==> config.mk <==
export PLATFORM = sky130hd
export DESIGN_NAME = ats_top
export DESIGN_NICKNAME = d
export VERILOG_FILES = /design/src/shared/ats_pkg.sv /design/src/hw/ats_sync2.sv /design/src/hw/ats_fire_calc.sv /design/src/hw/ats_top.sv
export SDC_FILE = /design/constraint.sdc
export NUM_CORES = 1
export LEC_CHECK = 0
export ABC_CLOCK_PERIOD_IN_PS = 7580
export BUFFER_PORTS_ARGS = -buffer_cell sky130_fd_sc_hd__buf_2
export CORE_UTILIZATION = 40
export DETAILED_ROUTE_END_ITERATION = 16
export SLEW_MARGIN = 20
export SYNTH_ARGS = -nofsm -noshare
export SYNTH_HDL_FRONTEND = slang
export SYNTH_SLANG_ARGS = --single-unit
==> constraint.sdc <==
create_clock -name sys_clk -period 7.58 [get_ports sys_clk]
set_input_delay 0.379 -clock sys_clk [delete_from_list [all_inputs] [get_ports sys_clk]]
set_output_delay 0.379 -clock sys_clk [all_outputs]
set_load 0.02 [all_outputs]
==> src/shared/ats_pkg.sv <==
// Constants, types and register map of the absolute time keeper.
// Assumes a single 10 MHz system clock and a plain register port.
package ats_pkg;
	localparam int CLK_PERIOD_NS = 100;
	localparam int US_NS = 1000;
	localparam int CYC_PER_US = US_NS / CLK_PERIOD_NS;
	localparam int US_PER_SEC = 1_000_000;
	localparam int PPS_TOL_US = 100;
	localparam int NMEA_TIMEOUT_S = 2;
	localparam logic [31:0] VIRTUAL_START_S = 32'h0000_0000;
	// Firing geometry: times in nanoseconds, then channel and block counts
	localparam int LAST_BLOCK_NS = 5632;
	localparam int BLOCK_STEP_NS = 50000;
	localparam int CH_STEP_NS = 2888;
	localparam int CH_BASE_NS = 368;
	localparam int CH_PER_BANK = 16;
	localparam int CHANNELS = 32;
	localparam int BLOCKS_SINGLE = 8;
	localparam int BLOCKS_TRIPLE = 6;
	// Register map
	localparam logic [3:0] REG_CTRL = 4'h0;
	localparam logic [3:0] REG_STATUS = 4'h4;
	localparam logic [3:0] REG_SECONDS = 4'h8;
	localparam logic [3:0] REG_MICROS = 4'hc;
	localparam int CTRL_SRC_BIT = 0;
	localparam int CTRL_SENT_BIT = 1;
	localparam int CTRL_MODE_LSB = 2;
	localparam logic [3:0] CTRL_RESET = 4'h0;
	localparam int STAT_PPS_LSB = 0;
	localparam int STAT_NMEA_LSB = 2;
	localparam int STAT_PTP_LSB = 4;

	typedef enum logic {SRC_GNSS, SRC_PTP} ats_src_t;
	typedef enum logic {SENT_RMC, SENT_GGA} ats_sent_t;
	typedef enum logic [1:0] {LK_UNLOCKED, LK_LOCKED, LK_LOST} ats_lock_t;
	typedef enum logic [1:0] {PTP_FREE_RUN, PTP_TRACKING, PTP_LOCKED, PTP_FROZEN} ats_ptp_t;
	typedef enum logic [1:0] {RET_SINGLE, RET_DUAL, RET_TRIPLE} ats_ret_t;

	typedef struct packed {
		logic [31:0] seconds;
		logic [19:0] micros;
	} ats_time_t;

	typedef struct packed {
		ats_sent_t kind;
		logic [31:0] seconds;
	} ats_sentence_t;
endpackage

==> src/hw/ats_sync2.sv <==
// Two-flop synchroniser for asynchronous pin levels.
// Assumes the inputs are quasi-static relative to sys_clk.
module ats_sync2 #(
	parameter int WIDTH = 1
) (
	input wire logic sys_clk,
	input wire logic nrst,
	input wire logic [WIDTH-1:0] async_in,
	output logic [WIDTH-1:0] sync_out
);
	logic [WIDTH-1:0] meta;

	generate
		if (WIDTH < 1) begin : g_chk
			$error("ats_sync2: WIDTH must be at least 1");
		end
	endgenerate

	always_ff @(posedge sys_clk or negedge nrst) begin
		if (!nrst) begin
			meta <= '0;
			sync_out <= '0;
		end else begin
			meta <= async_in;
			sync_out <= meta;
		end
	end
endmodule

==> src/hw/ats_fire_calc.sv <==
// Firing time of one channel of one block, relative to packet time.
// Purely combinational; the caller registers the result.
module ats_fire_calc (
	input wire ats_pkg::ats_ret_t ret_mode,
	input wire logic [3:0] block,
	input wire logic [5:0] channel,
	output logic signed [31:0] offset_ns
);
	logic [3:0] steps;
	logic [3:0] back;

	// Channel index within its bank of sixteen, zero based
	function automatic logic [31:0] chan_offset(input logic [5:0] n);
		logic [5:0] idx;
		idx = (n > 6'(ats_pkg::CH_PER_BANK)) ? 6'(n - 6'(ats_pkg::CH_PER_BANK) - 6'd1)
			: 6'(n - 6'd1);
		return 32'(ats_pkg::CH_STEP_NS) * 32'(idx) + 32'(ats_pkg::CH_BASE_NS);
	endfunction

	always_comb begin
		back = 4'(ats_pkg::BLOCKS_SINGLE) - block;
		case (ret_mode)
			ats_pkg::RET_DUAL: steps = back >> 1;
			ats_pkg::RET_TRIPLE: steps = 4'((4'(ats_pkg::BLOCKS_TRIPLE) - block) / 4'd3);
			default: steps = back;
		endcase
		// Block start plus channel offset
		offset_ns = 32'(ats_pkg::LAST_BLOCK_NS) - 32'(ats_pkg::BLOCK_STEP_NS) * 32'(steps)
			+ chan_offset(channel);
	end
endmodule

==> src/hw/ats_top.sv <==
// Absolute time keeper: 1 Hz tick, second and microsecond counters,
// source lock tracking, packet timestamps and firing offsets.
// Assumes a sentence parser and a protocol engine on sys_clk; the
// pulse-per-second pin is asynchronous.
//
// Design decisions made here: the plain strobed port and the placing of the registers.
module ats_top #(
	parameter int US_PER_SEC = ats_pkg::US_PER_SEC,
	parameter int PPS_TOL_US = ats_pkg::PPS_TOL_US,
	parameter int NMEA_TIMEOUT_S = ats_pkg::NMEA_TIMEOUT_S
) (
	input wire logic sys_clk,
	input wire logic nrst,
	input wire logic pps_pin,
	input wire logic sentence_valid,
	input wire ats_pkg::ats_sentence_t sentence,
	input wire ats_pkg::ats_ptp_t ptp_state,
	input wire logic ptp_time_valid,
	input wire ats_pkg::ats_time_t ptp_time,
	input wire logic pkt_req,
	input wire logic fire_req,
	input wire logic [3:0] fire_block,
	input wire logic [5:0] fire_channel,
	input wire logic [3:0] reg_addr,
	input wire logic [31:0] reg_wdata,
	input wire logic reg_wr,
	input wire logic reg_rd,
	output logic [31:0] reg_rdata,
	output logic tick_1hz,
	output logic gnss_packet,
	output ats_pkg::ats_time_t now,
	output ats_pkg::ats_time_t packet_absolute_time,
	output logic packet_valid,
	output ats_pkg::ats_time_t fire_base,
	output logic signed [31:0] fire_offset_ns,
	output logic fire_valid
);
	localparam int US_MAX = US_PER_SEC + PPS_TOL_US;
	localparam logic [3:0] CYC_LAST = 4'(ats_pkg::CYC_PER_US - 1);

	generate
		if (US_MAX >= (1 << 20) || US_PER_SEC < 2 || ats_pkg::CYC_PER_US > 16
			|| ats_pkg::CYC_PER_US < 1) begin : g_chk
			$error("ats_top: timing parameters out of range");
		end
	endgenerate

	logic [3:0] ctrl;
	ats_pkg::ats_src_t src_sel;
	ats_pkg::ats_sent_t sent_sel;
	ats_pkg::ats_ret_t ret_mode;
	logic pps_sync;
	logic pps_prev;
	logic pps_rise;
	ats_pkg::ats_lock_t pps_lock;
	ats_pkg::ats_lock_t nmea_lock;
	logic [3:0] cyc_cnt;
	logic us_strobe;
	logic [19:0] us_cnt;
	logic free_wrap;
	logic tick;
	logic [31:0] seconds;
	logic [31:0] sent_seconds;
	logic sent_fresh;
	logic [7:0] miss_cnt;
	logic ptp_sync;
	logic signed [31:0] calc_ns;

	assign src_sel = ats_pkg::ats_src_t'(ctrl[ats_pkg::CTRL_SRC_BIT]);
	assign sent_sel = ats_pkg::ats_sent_t'(ctrl[ats_pkg::CTRL_SENT_BIT]);
	assign ret_mode = ats_pkg::ats_ret_t'(ctrl[ats_pkg::CTRL_MODE_LSB +: 2]);

	ats_sync2 #(
		.WIDTH(1)
	) u_pps_sync (
		.sys_clk(sys_clk),
		.nrst(nrst),
		.async_in(pps_pin),
		.sync_out(pps_sync)
	);

	ats_fire_calc u_fire_calc (
		.ret_mode(ret_mode),
		.block(fire_block),
		.channel(fire_channel),
		.offset_ns(calc_ns)
	);

	// Control register
	always_ff @(posedge sys_clk or negedge nrst) begin
		if (!nrst) begin
			ctrl <= ats_pkg::CTRL_RESET;
		end else if (reg_wr && reg_addr == ats_pkg::REG_CTRL) begin
			ctrl <= reg_wdata[3:0];
		end
	end

	// Read port: data stands in the cycle after the strobe only
	always_ff @(posedge sys_clk or negedge nrst) begin
		if (!nrst) begin
			reg_rdata <= 32'h0000_0000;
		end else if (!reg_rd) begin
			reg_rdata <= 32'h0000_0000;
		end else if (reg_addr == ats_pkg::REG_CTRL) begin
			reg_rdata <= {28'h000_0000, ctrl};
		end else if (reg_addr == ats_pkg::REG_STATUS) begin
			reg_rdata <= {26'h000_0000, ptp_state, nmea_lock, pps_lock};
		end else if (reg_addr == ats_pkg::REG_SECONDS) begin
			reg_rdata <= seconds;
		end else if (reg_addr == ats_pkg::REG_MICROS) begin
			reg_rdata <= {12'h000, us_cnt};
		end else begin
			reg_rdata <= 32'h0000_0000;
		end
	end

	// Pulse edge detect reads only the synchroniser's second flop
	always_ff @(posedge sys_clk or negedge nrst) begin
		if (!nrst) begin
			pps_prev <= 1'b0;
		end else begin
			pps_prev <= pps_sync;
		end
	end
	assign pps_rise = pps_sync && !pps_prev && src_sel == ats_pkg::SRC_GNSS;

	// Microsecond prescaler
	always_ff @(posedge sys_clk or negedge nrst) begin
		if (!nrst) begin
			cyc_cnt <= 4'h0;
		end else if (tick || cyc_cnt == CYC_LAST) begin
			cyc_cnt <= 4'h0;
		end else begin
			cyc_cnt <= cyc_cnt + 4'h1;
		end
	end
	assign us_strobe = cyc_cnt == CYC_LAST;

	// A locked pulse stretches the second by the tolerance before giving up
	assign free_wrap = us_strobe && (pps_lock == ats_pkg::LK_LOCKED
		? us_cnt == 20'(US_MAX - 1) : us_cnt == 20'(US_PER_SEC - 1));

	always_comb begin
		if (src_sel == ats_pkg::SRC_GNSS && pps_lock == ats_pkg::LK_LOCKED) begin
			tick = pps_rise || free_wrap;
		end else begin
			tick = free_wrap;
		end
	end

	// Pulse lock tracking
	always_ff @(posedge sys_clk or negedge nrst) begin
		if (!nrst) begin
			pps_lock <= ats_pkg::LK_UNLOCKED;
		end else if (pps_rise) begin
			pps_lock <= ats_pkg::LK_LOCKED;
		end else if (pps_lock == ats_pkg::LK_LOCKED && free_wrap) begin
			pps_lock <= ats_pkg::LK_LOST;
		end
	end

	// Any pulse edge in satellite source mode while not locked realigns the tick too
	always_ff @(posedge sys_clk or negedge nrst) begin
		if (!nrst) begin
			us_cnt <= 20'h0_0000;
		end else if (src_sel == ats_pkg::SRC_PTP && ptp_sync && ptp_time_valid) begin
			us_cnt <= ptp_time.micros;
		end else if (tick || pps_rise) begin
			us_cnt <= 20'h0_0000;
		end else if (us_strobe) begin
			us_cnt <= us_cnt + 20'h0_0001;
		end
	end

	// Sentence capture; a new sentence in the tick cycle stays fresh
	always_ff @(posedge sys_clk or negedge nrst) begin
		if (!nrst) begin
			sent_seconds <= ats_pkg::VIRTUAL_START_S;
			sent_fresh <= 1'b0;
		end else if (sentence_valid && sentence.kind == sent_sel) begin
			sent_seconds <= sentence.seconds;
			sent_fresh <= 1'b1;
		end else if (tick) begin
			sent_fresh <= 1'b0;
		end
	end

	// Sentence lock: lost after a run of ticks with no sentence
	always_ff @(posedge sys_clk or negedge nrst) begin
		if (!nrst) begin
			nmea_lock <= ats_pkg::LK_UNLOCKED;
			miss_cnt <= 8'h00;
		end else if (src_sel != ats_pkg::SRC_GNSS) begin
			miss_cnt <= 8'h00;
		end else if (sentence_valid && sentence.kind == sent_sel) begin
			nmea_lock <= ats_pkg::LK_LOCKED;
			miss_cnt <= 8'h00;
		end else if (tick && !sent_fresh && nmea_lock == ats_pkg::LK_LOCKED) begin
			if (miss_cnt == 8'(NMEA_TIMEOUT_S - 1)) begin
				nmea_lock <= ats_pkg::LK_LOST;
			end else begin
				miss_cnt <= miss_cnt + 8'h01;
			end
		end
	end

	assign ptp_sync = ptp_state == ats_pkg::PTP_TRACKING || ptp_state == ats_pkg::PTP_LOCKED;

	// Whole-second counter
	always_ff @(posedge sys_clk or negedge nrst) begin
		if (!nrst) begin
			seconds <= ats_pkg::VIRTUAL_START_S;
		end else if (src_sel == ats_pkg::SRC_PTP) begin
			if (ptp_sync && ptp_time_valid) begin
				seconds <= ptp_time.seconds;
			end else if (tick) begin
				seconds <= seconds + 32'h0000_0001;
			end
		end else if (tick) begin
			if (nmea_lock == ats_pkg::LK_LOCKED && sent_fresh) begin
				seconds <= sent_seconds + 32'h0000_0001;
			end else begin
				seconds <= seconds + 32'h0000_0001;
			end
		end
	end

	// Tick and satellite time packet strobes
	always_ff @(posedge sys_clk or negedge nrst) begin
		if (!nrst) begin
			tick_1hz <= 1'b0;
			gnss_packet <= 1'b0;
		end else begin
			tick_1hz <= tick;
			gnss_packet <= tick && src_sel == ats_pkg::SRC_GNSS;
		end
	end

	always_ff @(posedge sys_clk or negedge nrst) begin
		if (!nrst) begin
			now <= '0;
		end else begin
			now <= '{seconds: seconds, micros: us_cnt};
		end
	end

	// Packet timestamp: whole second plus microsecond part
	always_ff @(posedge sys_clk or negedge nrst) begin
		if (!nrst) begin
			packet_absolute_time <= '0;
			packet_valid <= 1'b0;
		end else begin
			packet_valid <= pkt_req;
			if (pkt_req) begin
				packet_absolute_time <= '{seconds: seconds, micros: us_cnt};
			end
		end
	end

	// Firing time of the requested block and channel
	always_ff @(posedge sys_clk or negedge nrst) begin
		if (!nrst) begin
			fire_base <= '0;
			fire_offset_ns <= 32'sh0000_0000;
			fire_valid <= 1'b0;
		end else begin
			fire_valid <= fire_req;
			if (fire_req) begin
				fire_base <= packet_absolute_time;
				fire_offset_ns <= calc_ns;
			end
		end
	end
endmodule

==> impl_metrics.json <==
{
  "grt_use_met3": 0.0475,
  "start_util": 0.405,
  "crit_path_start_kind": "flop",
  "synth_top_cell_by_area": "dfrtp_1",
  "synthCells": 1675,
  "rsz0062_at_grt": "no",
  "num_rows": 76,
  "ys_ff_latch": 329,
  "cts_buffers": 39,
  "p_leak_nw": 9.76,
  "critPathMaxStageDelay_ns": 0.58,
  "portBuffers": 334,
  "grt_util_met2": 0.350,
  "setup_viol": 0,
  "drive_above_1_share": 0.294,
  "yosys_most_used_dff": "dfrtp_1",
  "via_per_inst": 5.30,
  "synth_area_per_cell_sq_um": 10.4,
  "grtUsageTotal": 0.226,
  "die_area_sq_um": 44300,
  "fillers": 4091,
  "grt_max_degree": 145,
  "routed-via-count": 13800,
  "yosysWarnings": 0,
  "antenna_found_initial": 17,
  "power.density_nw_per_um2": 457,
  "path_cells": "inv_1 > ha_1 > nor2b_1 > mux2i_1 > a311oi_2 > and2_1 > inv_1 > fa_1 > inv_1 > ha_1 > a211oi_1 > nor2_1 > o31a_1 > or3_1 > a21boi_0 > xnor2_1 > ha_1 > or2_2 > a21oi_1 > a31oi_1 > a41o_1 > o2bb2ai_1 > a21oi_1 > nor3_1",
  "hpwl_um": 36500,
  "status": "finished clean",
  "fp.coreArea_sq_um": 43000,
  "cts_tree": "yes",
  "multi_input_area_sq_um": 8580,
  "fin_hold_ws_ns": 0.0445,
  "clock_skew_ns": 0.0154,
  "synthTopCellsByArea": "dfrtp_1 (47%), mux2_2 (10%), ha_1 (5.8%)",
  "firstDrtPassIters": 5,
  "critical_path_class": "reg2reg",
  "worst_slack_ns": 0.991,
  "cap_violations": 0,
  "synth_area_sq_um": 17400,
  "synth-edff-count": 0,
  "clk_pin_slew_ns": 0.06,
  "finalMaxSlewViolations": 0,
  "clk_latency_ns": 0.56,
  "seq_area_sq_um": 8230,
  "synthArstFlopShare": 1.00,
  "pin_count": 366,
  "arrival_ns": 7.06,
  "fmax_mhz": 152,
  "tns_ns": 0,
  "fp.dieW_um": 211,
  "vdd.ir_drop.worst_uv": 441,
  "fin_crit_sh": 0.869,
  "yosysTopAreaCellShare": 0.473,
  "routed_wirelength_um": 49700,
  "hp-class": "in2reg",
  "ant_nets": 0,
  "route.detailed.wl_per_inst_um": 19.0,
  "gr-total-overflow": 0,
  "ctsResizeCount": 0,
  "cts_sinks": 329,
  "dp_slack_ns": 0.464,
  "fp.dieH_um": 211,
  "tightestPinTransition_ns": 0.944,
  "hold_violations": 0,
  "yosysSeqAreaShare": 0.473,
  "cts_root_buf": "clkbuf_16",
  "max_slew_margin": 0.371,
  "drt_iter0_drc": 975,
  "grt_pass1_vias": 13700,
  "critPathRequiredTime_ns": 8.05,
  "place_congestion": 0.909,
  "area_delta_synth_final_pct": 20.4,
  "slowest_stage": "fa_1",
  "nets": 2224,
  "path_max_fanout": 11,
  "fin_crit_ns": 6.59,
  "met1_usage": 0.314,
  "fin_util": 0.488,
  "grt_pass1_wl_um": 78400,
  "layout_commonest_cell": "buf_2",
  "busiest_layer": "met2",
  "synth.distinct_cells": 80,
  "final_cell_mix": "buf_2 (332), dfrtp_1 (329), nor2_1 (159)",
  "end_kind": "flop",
  "h-tree-depth": 2,
  "cts_max_path_buffers": 3,
  "drcViolationCount": 0
}
==> Yosys cell counts, types with 47 or more instances <==
master,instances
mux2_2,157
inv_1,74
o21ai_0,55
clkbuf_1,64
nor2_1,160
xor2_1,60
a21oi_1,108
ha_1,80
nand3_1,47
dfrtp_1,329
xnor2_1,64
nand2_1,141
==> final timing paths <==
check                           startpoint                        to  slack, ns  cells past startpoint
min reg2reg                u_pps_sync.meta       u_pps_sync.sync_out       0.35                      0
max                                ctrl[2]        fire_offset_ns[24]       0.99                     24
max in group asynchronous             nrst  packet_absolute_time[15]       5.60                      3
min in group asynchronous             nrst        fire_offset_ns[14]       0.49                      2
max reg2reg                        ctrl[2]        fire_offset_ns[24]       0.99                     24
min                           sentence[14]          sent_seconds[14]       0.04                      2
==> sequential cells by signal, summed over array words and instances (netlist names), 2 cells and up <==
register / cells
seconds: 32
sent_seconds: 32
nmea_lock: 2
packet_absolute_time: 52
fire_offset_ns: 29
pps_lock: 2
cyc_cnt: 4
now: 52
miss_cnt: 8
fire_base: 52
reg_rdata: 32
ctrl: 4
us_cnt: 20
==> routing by layer <==
metal	up-vias	wire, um
met3	87	3100
met1	6768	22600
met5	-	77
met2	416	22700
met4	12	1160
li1	6553	-
==> layout make-up <==
| class | count | share of cell area |
|---|---|---|
| Multi-Input combinational cell | 1196 | 0.410 |
| Clock buffer | 48 | 0.0515 |
| Tap cell | 585 | 0.0349 |
| Sequential cell | 329 | 0.393 |
| Clock inverter | 18 | 0.00854 |
| Antenna cell | 9 | 0.00107 |
| Timing Repair Buffer | 353 | 0.0882 |
| Inverter | 74 | 0.0133 |
==> cell families after synthesis <==
logic type | after synthesis | synth area share
AND/OR/NAND/NOR | 497 | 0.136
flip-flops | 329 | 0.473
AO/OA/AOI/OAI | 321 | 0.120
multiplexers | 159 | 0.103
buffers and inverters | 152 | 0.0345
XOR/XNOR | 127 | 0.0652
adder cells (fa/ha/maj) | 89 | 0.0679
other | 1 | 0.000216
==> stage by stage <==
step                      total power, mW  instance area [sq um]  cells
after floorplan                      6.26                  17400   1677
after global placement               7.62                  19600   2533
after detailed placement             7.75                  19600   2533
after CTS                            9.66                  20900   2603
after global routing                 10.3                  20900   2609
final                                9.58                  21000   2612
==> power by group <==
part	internal [mW]	switching (mW)
Sequential	2.32	0.597
Clock	1.08	0.774
Combinational	2.02	2.79
==> worst max-delay path: cells and delay by family, from the launching register on <==
family / cells / cell delay [ns]
muxes: 1 / 0.11
and+or+nand+nor: 6 / 1.73
adders and majority gates: 4 / 1.56
buffers and inverters: 3 / 0.30
DFF: 1 / 0.41
AOI/OAI and AO/OA: 9 / 2.17
xor gates and xnor gates: 1 / 0.20
==> repair_timing <==
action / 4_1_cts / 5_1_grt
hold buffers: 4 / 0
setup buffers: 0 / 0
endpoints found under the setup margin: 0 / 0
endpoints found under the hold margin: 115 / 0
No activity file was read; power rests on OpenSTA's default activity.
